--- config.mk ---
export PLATFORM = sky130hd
export DESIGN_NAME = eiv_ctrl
export DESIGN_NICKNAME = d
export VERILOG_FILES = /design/src/rtl/eiv_pkg.sv /design/src/rtl/eiv_edge_det.sv /design/src/rtl/eiv_ctrl.sv
export SDC_FILE = /design/constraint.sdc
export NUM_CORES = 1
export LEC_CHECK = 0
export CORE_MARGIN = 8
export CORE_UTILIZATION = 27
export DETAILED_ROUTE_END_ITERATION = 12
export DONT_BUFFER_PORTS = 1
export GPL_TIMING_DRIVEN = 0
export HOLD_SLACK_MARGIN = 0.08
export PLACE_DENSITY = 0.4
export SKIP_CTS_REPAIR_TIMING = 1
export SLEW_MARGIN = 10
export SYNTH_ARGS = -nofsm -noshare
export SYNTH_HDL_FRONTEND = slang
export SYNTH_SLANG_ARGS = --single-unit
--- constraint.sdc ---
create_clock -name i_clock -period 1.5 [get_ports i_clock]
set_input_delay 0 -clock i_clock [delete_from_list [all_inputs] [get_ports i_clock]]
set_output_delay 0 -clock i_clock [all_outputs]
set_load 0.01 [all_outputs]
--- src/rtl/eiv_pkg.sv ---
// Package: register map, field positions and reset values of the vector/edge control block
package eiv_pkg;
   // ****************************************
   // Geometry
   // ****************************************
   localparam int unsigned EIV_NUM_EXT   = 5;
   localparam int unsigned EIV_ADDR_W    = 4;
   localparam int unsigned EIV_DATA_W    = 32;
   localparam int unsigned EIV_REG_W     = 16;
   localparam int unsigned EIV_SYNC_LEN  = 2;

   // ****************************************
   // Register byte offsets
   // ****************************************
   localparam logic [EIV_ADDR_W-1:0] EIV_OFF_CTRL_TWO = 4'h0;
   localparam logic [EIV_ADDR_W-1:0] EIV_OFF_FLAGS    = 4'h4;
   localparam logic [EIV_ADDR_W-1:0] EIV_OFF_ENABLES  = 4'h8;

   // ****************************************
   // Field positions in interrupt_control_two
   // ****************************************
   localparam int unsigned EIV_BIT_ALT_TABLE  = 15;
   localparam int unsigned EIV_BIT_DIS_STAT   = 14;
   localparam int unsigned EIV_BIT_POL_LSB    = 0;
   localparam int unsigned EIV_BYTE_POL       = 0;
   localparam int unsigned EIV_BYTE_ALT       = 1;

   // ****************************************
   // Reset values
   // ****************************************
   localparam logic                   EIV_RST_ALT_TABLE = 1'b0;
   localparam logic [EIV_NUM_EXT-1:0] EIV_RST_POLARITY  = 5'h00;
   localparam logic [EIV_NUM_EXT-1:0] EIV_RST_FLAGS     = 5'h00;
   localparam logic [EIV_NUM_EXT-1:0] EIV_RST_ENABLES   = 5'h00;

   // ****************************************
   // Bus answers
   // ****************************************
   localparam logic [1:0] EIV_RESP_OKAY   = 2'h0;
   localparam logic [1:0] EIV_RESP_DECERR = 2'h3;

   // Register selected by an address
   typedef enum logic [1:0] {
      EIV_SEL_NONE  = 2'h0,
      EIV_SEL_CTRL  = 2'h1,
      EIV_SEL_FLAGS = 2'h3,
      EIV_SEL_EN    = 2'h2
   } eiv_sel_e;
endpackage

--- src/rtl/eiv_edge_det.sv ---
// Synchroniser and per-input edge detector for the external interrupt inputs
`timescale 1ns/1ps
module eiv_edge_det #(
   parameter int unsigned N = 5
) (
   input  wire logic         i_clock,
   input  wire logic         i_rst,
   input  wire logic [N-1:0] i_pins,
   input  wire logic [N-1:0] i_falling_sel,
   output logic      [N-1:0] o_edge_pulse
);
   import eiv_pkg::*;

   logic [N-1:0] sync1_ff;
   logic [N-1:0] sync2_ff;
   logic [N-1:0] prev_ff;

   // Two-stage synchroniser, first stage read only by the second
   always_ff @(posedge i_clock or posedge i_rst) begin
      if (i_rst) begin
         sync1_ff <= '0;
         sync2_ff <= '0;
         prev_ff  <= '0;
      end else begin
         sync1_ff <= i_pins;
         sync2_ff <= sync1_ff;
         prev_ff  <= sync2_ff;
      end
   end

   // Compare samples; polarity change alone never fakes an edge
   always_ff @(posedge i_clock or posedge i_rst) begin
      if (i_rst) begin
         o_edge_pulse <= '0;
      end else begin
         o_edge_pulse <= (i_falling_sel & ~sync2_ff & prev_ff)
                       | (~i_falling_sel & sync2_ff & ~prev_ff);
      end
   end
endmodule // eiv_edge_det

--- src/rtl/eiv_ctrl.sv ---
// Top: second interrupt control register, external edge flags and AXI4-Lite slave
//
// The implementer's own choices: the AXI4-Lite register port and the register addresses.
`timescale 1ns/1ps
module eiv_ctrl #(
   parameter int unsigned NUM_EXT = eiv_pkg::EIV_NUM_EXT
) (
   input  wire logic                          i_clock,
   input  wire logic                          i_rst,
   // AXI4-Lite write address
   input  wire logic                          i_awvalid,
   output logic                               o_awready,
   input  wire logic [eiv_pkg::EIV_ADDR_W-1:0] i_awaddr,
   // AXI4-Lite write data
   input  wire logic                          i_wvalid,
   output logic                               o_wready,
   input  wire logic [eiv_pkg::EIV_DATA_W-1:0] i_wdata,
   input  wire logic [3:0]                    i_wstrb,
   // AXI4-Lite write response
   output logic                               o_bvalid,
   input  wire logic                          i_bready,
   output logic [1:0]                         o_bresp,
   // AXI4-Lite read address
   input  wire logic                          i_arvalid,
   output logic                               o_arready,
   input  wire logic [eiv_pkg::EIV_ADDR_W-1:0] i_araddr,
   // AXI4-Lite read data
   output logic                               o_rvalid,
   input  wire logic                          i_rready,
   output logic [eiv_pkg::EIV_DATA_W-1:0]     o_rdata,
   output logic [1:0]                         o_rresp,
   // Device side
   input  wire logic [NUM_EXT-1:0]            i_ext_irq_pins,
   input  wire logic                          i_irq_disable_instr_active,
   output logic                               o_alt_vector_table_enable,
   output logic [NUM_EXT-1:0]                 o_ext_irq_flags,
   output logic [NUM_EXT-1:0]                 o_ext_irq_req
);
   import eiv_pkg::*;

   // ****************************************
   // Declarations
   // ****************************************
   logic                  alt_table_ff;
   logic [NUM_EXT-1:0]    polarity_ff;
   logic [NUM_EXT-1:0]    flags_ff;
   logic [NUM_EXT-1:0]    enables_ff;
   logic [NUM_EXT-1:0]    edge_pulse;
   logic                  aw_held_ff;
   logic [EIV_ADDR_W-1:0] aw_addr_ff;
   logic                  w_held_ff;
   logic [EIV_DATA_W-1:0] w_data_ff;
   logic [3:0]            w_strb_ff;
   logic                  bvalid_ff;
   logic [1:0]            bresp_ff;
   logic                  rvalid_ff;
   logic [EIV_DATA_W-1:0] rdata_ff;
   logic [1:0]            rresp_ff;
   logic                  wr_fire;
   eiv_sel_e              wr_sel;
   eiv_sel_e              rd_sel;
   logic [NUM_EXT-1:0]    flag_clear;

   // Address decode, shared by both bus directions
   function automatic eiv_sel_e decode(input logic [EIV_ADDR_W-1:0] addr);
      unique case (addr)
         EIV_OFF_CTRL_TWO: decode = EIV_SEL_CTRL;
         EIV_OFF_FLAGS:    decode = EIV_SEL_FLAGS;
         EIV_OFF_ENABLES:  decode = EIV_SEL_EN;
         default:          decode = EIV_SEL_NONE;
      endcase
   endfunction

   // Pad a source-wide vector to a bus word
   function automatic logic [EIV_DATA_W-1:0] widen(input logic [NUM_EXT-1:0] v);
      widen = '0;
      widen[NUM_EXT-1:0] = v;
   endfunction

   // ****************************************
   // Edge detection
   // ****************************************
   eiv_edge_det #(
      .N (NUM_EXT)
   ) u_edge (
      .i_clock       (i_clock),
      .i_rst         (i_rst),
      .i_pins        (i_ext_irq_pins),
      .i_falling_sel (polarity_ff),
      .o_edge_pulse  (edge_pulse)
   );

   // ****************************************
   // AXI4-Lite write path
   // ****************************************
   // Address and data captured independently, in either order
   assign o_awready = !aw_held_ff && !bvalid_ff;
   assign o_wready  = !w_held_ff && !bvalid_ff;
   assign wr_fire   = aw_held_ff && w_held_ff && !bvalid_ff;
   assign wr_sel    = decode(aw_addr_ff);
   assign o_bvalid  = bvalid_ff;
   assign o_bresp   = bresp_ff;

   // Write channel holding stages
   always_ff @(posedge i_clock or posedge i_rst) begin
      if (i_rst) begin
         aw_held_ff <= 1'b0;
         aw_addr_ff <= '0;
         w_held_ff  <= 1'b0;
         w_data_ff  <= '0;
         w_strb_ff  <= '0;
      end else begin
         if (i_awvalid && o_awready) begin
            aw_held_ff <= 1'b1;
            aw_addr_ff <= i_awaddr;
         end else if (wr_fire) begin
            aw_held_ff <= 1'b0;
         end
         if (i_wvalid && o_wready) begin
            w_held_ff <= 1'b1;
            w_data_ff <= i_wdata;
            w_strb_ff <= i_wstrb;
         end else if (wr_fire) begin
            w_held_ff <= 1'b0;
         end
      end
   end

   // Response one cycle after both halves are in
   always_ff @(posedge i_clock or posedge i_rst) begin
      if (i_rst) begin
         bvalid_ff <= 1'b0;
         bresp_ff  <= EIV_RESP_OKAY;
      end else if (wr_fire) begin
         bvalid_ff <= 1'b1;
         bresp_ff  <= (wr_sel == EIV_SEL_NONE) ? EIV_RESP_DECERR : EIV_RESP_OKAY;
      end else if (i_bready) begin
         bvalid_ff <= 1'b0;
      end
   end

   // ****************************************
   // Control register fields
   // ****************************************
   // Status bit 14 has no storage, so no write can reach it
   always_ff @(posedge i_clock or posedge i_rst) begin
      if (i_rst) begin
         alt_table_ff <= EIV_RST_ALT_TABLE;
         polarity_ff  <= EIV_RST_POLARITY;
      end else if (wr_fire && wr_sel == EIV_SEL_CTRL) begin
         if (w_strb_ff[EIV_BYTE_ALT]) begin
            alt_table_ff <= w_data_ff[EIV_BIT_ALT_TABLE];
         end
         if (w_strb_ff[EIV_BYTE_POL]) begin
            polarity_ff <= w_data_ff[EIV_BIT_POL_LSB +: NUM_EXT];
         end
      end
   end

   // Enable register, bit i gates source i
   always_ff @(posedge i_clock or posedge i_rst) begin
      if (i_rst) begin
         enables_ff <= EIV_RST_ENABLES;
      end else if (wr_fire && wr_sel == EIV_SEL_EN && w_strb_ff[0]) begin
         enables_ff <= w_data_ff[NUM_EXT-1:0];
      end
   end

   // Flags: write 1 to clear; a same-cycle edge wins over the clear
   assign flag_clear = (wr_fire && wr_sel == EIV_SEL_FLAGS && w_strb_ff[0])
                     ? w_data_ff[NUM_EXT-1:0] : '0;
   always_ff @(posedge i_clock or posedge i_rst) begin
      if (i_rst) begin
         flags_ff <= EIV_RST_FLAGS;
      end else begin
         flags_ff <= (flags_ff & ~flag_clear) | edge_pulse;
      end
   end

   assign o_alt_vector_table_enable = alt_table_ff;
   assign o_ext_irq_flags           = flags_ff;
   assign o_ext_irq_req             = flags_ff & enables_ff;

   // ****************************************
   // AXI4-Lite read path
   // ****************************************
   assign o_arready = !rvalid_ff;
   assign rd_sel    = decode(i_araddr);
   assign o_rvalid  = rvalid_ff;
   assign o_rdata   = rdata_ff;
   assign o_rresp   = rresp_ff;

   // Data captured at the address handshake and held until taken
   always_ff @(posedge i_clock or posedge i_rst) begin
      if (i_rst) begin
         rvalid_ff <= 1'b0;
         rdata_ff  <= '0;
         rresp_ff  <= EIV_RESP_OKAY;
      end else if (i_arvalid && o_arready) begin
         rvalid_ff <= 1'b1;
         rresp_ff  <= EIV_RESP_OKAY;
         unique case (rd_sel)
            EIV_SEL_CTRL: begin
               rdata_ff <= widen(polarity_ff);
               rdata_ff[EIV_BIT_ALT_TABLE] <= alt_table_ff;
               rdata_ff[EIV_BIT_DIS_STAT] <= i_irq_disable_instr_active;
            end
            EIV_SEL_FLAGS: rdata_ff <= widen(flags_ff);
            EIV_SEL_EN:    rdata_ff <= widen(enables_ff);
            EIV_SEL_NONE: begin
               rdata_ff <= '0;
               rresp_ff <= EIV_RESP_DECERR;
            end
         endcase
      end else if (i_rready) begin
         rvalid_ff <= 1'b0;
      end
   end
endmodule // eiv_ctrl

Word level (Yosys, flattened, before mapping):

Index checks and enable logic that the tools add are counted.

* register bits after elaboration: 98
* bits in latches: 0
* memory bits (writable): 0
* bits in read-only memories: 0
* input port bits: 57
* output and inout bits: 52
* logic and storage cells: 79
* memories: 0

* add/subtract/negate cells: 0
* multipliers: 0
* divide/modulo/power cells: 0
* order comparisons: 0
* equality and inequality tests: 10
* shifts and indexed selects: 0
* mux-type cells: 13
* bitwise gates (word level): 12
* reductions and logical operators: 26

Operator list (count)
* $pmux 32 s4: 1
* $and 5x5->5: 6
* $not 5->5: 4
* $logic_and 1x1->1: 12
* $pmux 2 s3: 2
* $or 5x5->5: 2
* $eq 2x2->1 const B: 4
* $eq 4x3->1 const B: 2
* $eq 4x4->1 const B: 2
* $logic_not 4->1: 2
* $reduce_bool 2->1: 4
* $mux 1: 7
* $mux 5: 1
* $eq 2x1->1 const B: 2
* $logic_not 1->1: 4
* $logic_not 2->1: 2
* $mux 2: 2
* $reduce_and 2->1: 2

Longest topological paths before layout:

* depth in word-level cells: 9
* mapped depth: 4
* depth with buffers taken out: 3

Cells and area by module:

Synthesis repeated with hierarchy kept, for this count alone.

* cell total of the unflattened synthesis: 215
* area total of the unflattened synthesis: 2610.0 um2

By module, submodules not included
* eiv_ctrl: instances 1, cells each 179, area each 1993.2 um2, sequential area each 1026.0 um2
* eiv_edge_det: instances 1, cells each 36, area each 616.8 um2, sequential area each 500.5 um2

Worst setup path before layout:

Ideal clock, no wire load.

* path kind: reg-to-reg
* start: reg bvalid_ff, in the netlist o_bvalid
* end: reg aw_addr_ff[0]
* library setup time: 125 ps
* data arrival time: 1331 ps
* data required time: 1375 ps
* path slack: 44 ps
* cell stages (with the launch flop): 5
* path buffers: 1
* clock period less this slack: 1456 ps
* path through: dfrtp_1 -> nor2_1 -> and2_1 -> clkbuf_1 -> mux2_2

* longest elaborated chain between the ends: 3

RTL lines
* start: declaration: RTL line eiv_ctrl.sv:54 `logic bvalid_ff;`
* start signal: assignment: RTL line eiv_ctrl.sv:132 `bvalid_ff <= 1'b0;`
* start signal: assignment: RTL line eiv_ctrl.sv:135 `bvalid_ff <= 1'b1;`
* start signal: assignment: RTL line eiv_ctrl.sv:138 `bvalid_ff <= 1'b0;`
* $logic_not 1->1: RTL line eiv_ctrl.sv:97 `assign o_awready = !aw_held_ff && !bvalid_ff;`
* $logic_and 1x1->1: RTL line eiv_ctrl.sv:97
* net o_awready: RTL line eiv_ctrl.sv:12 `output logic o_awready,`
* $logic_and 1x1->1: RTL line eiv_ctrl.sv:113 `if (i_awvalid && o_awready) begin`
* end signal: assignment: RTL line eiv_ctrl.sv:115 `aw_addr_ff <= i_awaddr;`
* end: declaration: RTL line eiv_ctrl.sv:50 `logic [EIV_ADDR_W-1:0] aw_addr_ff;`

The timed path passes the listed nets, and every way through them passes these cells.
A chain may end at the register's enable or synchronous reset.

Final worst setup path:

* start: reg bvalid_ff, in the netlist o_bvalid
* end: reg enables_ff[2]

* longest elaborated chain between the ends: 4

RTL lines
* $logic_not 1->1: RTL line eiv_ctrl.sv:99 `assign wr_fire = aw_held_ff && w_held_ff && !bvalid_ff;`
* $logic_and 1x1->1: RTL line eiv_ctrl.sv:99
* $logic_and 1x1->1 (2 in series): RTL line eiv_ctrl.sv:164 `end else if (wr_fire && wr_sel == EIV_SEL_EN && w_strb_ff[0]) begin`
* end signal: assignment: RTL line eiv_ctrl.sv:165 `enables_ff <= w_data_ff[NUM_EXT-1:0];`
* end: declaration: RTL line eiv_ctrl.sv:47 `logic [NUM_EXT-1:0] enables_ff;`

Every way passes these cells.

==> reports/metrics.cfg <==
[status]
status=complete, but fails checks
violations=negative hold slack

[die]
coreArea_um2=9550
start_util_pct=27.3
fp.dieArea_um2=13000
die_w_um=114
ioPinCount=109
dieHeight_um=114
fp-row-count=36

[clocking]
numCtsBuffers=9
cts_root_buf=clkbuf_8
cts_tree=built
clock-sinks=61
path_clk_slew_ns=0.07
clock_latency_ns=0.34
htreeDepth=3
clockBufferDepth=2

[global_route]
grt_max_degree=32
track_usage_pct=9.49
gr-total-overflow=0
grt_pass1_vias=1643
grt_pass1_wl_um=9200
antenna_found_initial=0

[yosys]
yosysWarnings=0
netlist_instances=210
yosys.area.top_type=dfrtp_1
ys_top_cells_by_count=dfrtp_1, buf_4, mux2_2, inv_1, nor2_1
async_flop_share_pct=100
yosysMostFrequentCell=dfrtp_1
yosysUniqueCellTypes=30
synth.area.top_cells=dfrtp_1, mux2_2, buf_4, a32o_1, inv_1
synthFlopType=dfrtp_1
synth_top_area_share_pct=58.6
synth-edff-count=0
synth.avg_cell_area_um2=12.4
yosysSeqAreaShare_pct=58.6
ys_seq_elements=61
syn_area_um2=2600

[critical_path]
critPathSlowestCell=dfrtp_2
ff2ff_setup_slack_ns=0.07
cp-start-kind=flop
arrival_ns=1.65
r2r-start=o_bvalid
crit_type=flop to flop
slowest_delay_ns=0.47
cp_max_fo=6
crit_buf_inv=0
timing.critical_path.max_delay_family=simple AND/OR/NAND/NOR gates
rr_endpoint=enables_ff[2]
end_kind=flop
reg2reg_depth=3
crit_required_ns=1.71
crit_chain=and4bb_4 > nand4_4 > mux2_2

[place]
gp_congestion=0.655
port_buffers=0
hpwl_um=4340

[routing]
vias=1682
via_per_inst=4.08
wl_per_cell_um=14.8
first_pass_iters=4
wl_met2_um=2620
drc=0
wirelength_um=6090
ant_nets=0
wl_met1_um=2590
wl_met3_um=752
top_layer=met4
drtIter0Drc=41

[timing]
rsz0062_at_grt=yes
post-route-period-util_pct=95.4
drv_slew=0
hold_viol=1
hold_ws_ns=-0.174
slew_headroom_pct=53.3
setup_viol=0
max_freq_ghz=0.699
tightest_slew_ns=0.700
fin_worst_skew_ns=0.00920
period_needed_ns=1.43

[power]
leakage_nw=1.52
ir_drop_mv=0.441
p_per_area_nw_per_um2=1450

[hold_path]
holdPathEnd=w_data_ff[15]
min_from=i_wdata[15]
holdPathStages=1
hold_path.class=primary input to flop

[final_layout]
final_layout_size_suffix_gt1_share_pct=28.7
post-route-util_pct=35.1
antenna_cells=0
nNetsFinal=331
fillers=991
area_growth_pct=28.6

[flow_run]
cap_violations=0

==> cells in the final DEF (no fill, tap or decap), drive strengths merged, types with 5 or more instances in the layout <==
cell type     n
a31oi         5
a32o          7
and2          6
buf          33
clkbuf       13
conb         25
dfrtp        61
dlygate4sd3  26
inv          14
mux2         23
nand2b        6
nand3b        6
nor2         10
o21ai         9
==> per-stage QoR <==
step	power (mW)	cells	setup slack, ns	TNS [ns]	instance area, um^2
after floorplan	3.25	234	0.0441	0	2700
after global placement	3.52	367	-0.196	-2.90	2860
after detailed placement	3.55	368	-0.204	-3.04	2880
after CTS	4.79	384	-0.218	-3.19	3040
after global routing	5.18	412	-0.00691	-0.0151	3350
final	4.85	412	0.0690	0	3350
==> cell type report <==
class | instances | area [um^2] | area share (%)
Buffer | 31 | 226 | 6.76
Clock buffer | 11 | 131 | 3.92
Clock inverter | 5 | 27.5 | 0.822
Inverter | 15 | 60.1 | 1.79
Multi-Input combinational cell | 126 | 905 | 27.0
Sequential cell | 61 | 1530 | 45.7
Tap cell | 133 | 166 | 4.97
Timing Repair Buffer | 30 | 303 | 9.04
==> kinds of logic after synthesis <==
logic type | Yosys count | synth area share (%)
flops | 61 | 58.6
simple gates | 47 | 12.4
buf+inv | 47 | 10.8
mux | 23 | 9.95
compound gates | 31 | 8.12
other cells | 1 | 0.144
==> sequential cells by signal, summed over array words and instances (netlist names) <==
name	cells
o_rresp	1
u_edge.o_edge_pulse	5
u_edge.prev_ff	5
polarity_ff	5
o_ext_irq_flags	5
o_rdata	7
w_data_ff	6
o_bresp	1
w_strb_ff	2
o_bvalid	1
aw_addr_ff	4
o_alt_vector_table_enable	1
enables_ff	5
aw_held_ff	1
u_edge.sync1_ff	5
w_held_ff	1
o_rvalid	1
u_edge.sync2_ff	5
==> power by group <==
part / internal (mW) / total, mW / leakage (nW) / switching (mW)
sequential: 2.05 / 2.49 / 0.740 / 0.442
combinational: 0.632 / 1.14 / 0.701 / 0.510
clock: 0.588 / 1.22 / 0.0829 / 0.632
total: 3.27 / 4.85 / 1.52 / 1.58
==> layer usage <==
layer,track usage (%),vias up
met4,5.59,0
met3,5.22,9
met1,10.7,806
met2,13.8,66
li1,-,801
met5,0,-
==> worst max-delay path by stage <==
stage	start	end	slack, ns	depth (start not counted)
after global placement	o_bvalid	w_data_ff[2]	-0.20	4
after floorplan	o_bvalid	aw_addr_ff[0]	0.04	4
after CTS	o_bvalid	w_data_ff[15]	-0.22	4
after detailed placement	o_bvalid	w_data_ff[15]	-0.20	4
after global routing	o_bvalid	w_data_ff[15]	-0.007	4
final	o_bvalid	enables_ff[2]	0.07	3
(Power assumes the default switching activity.)
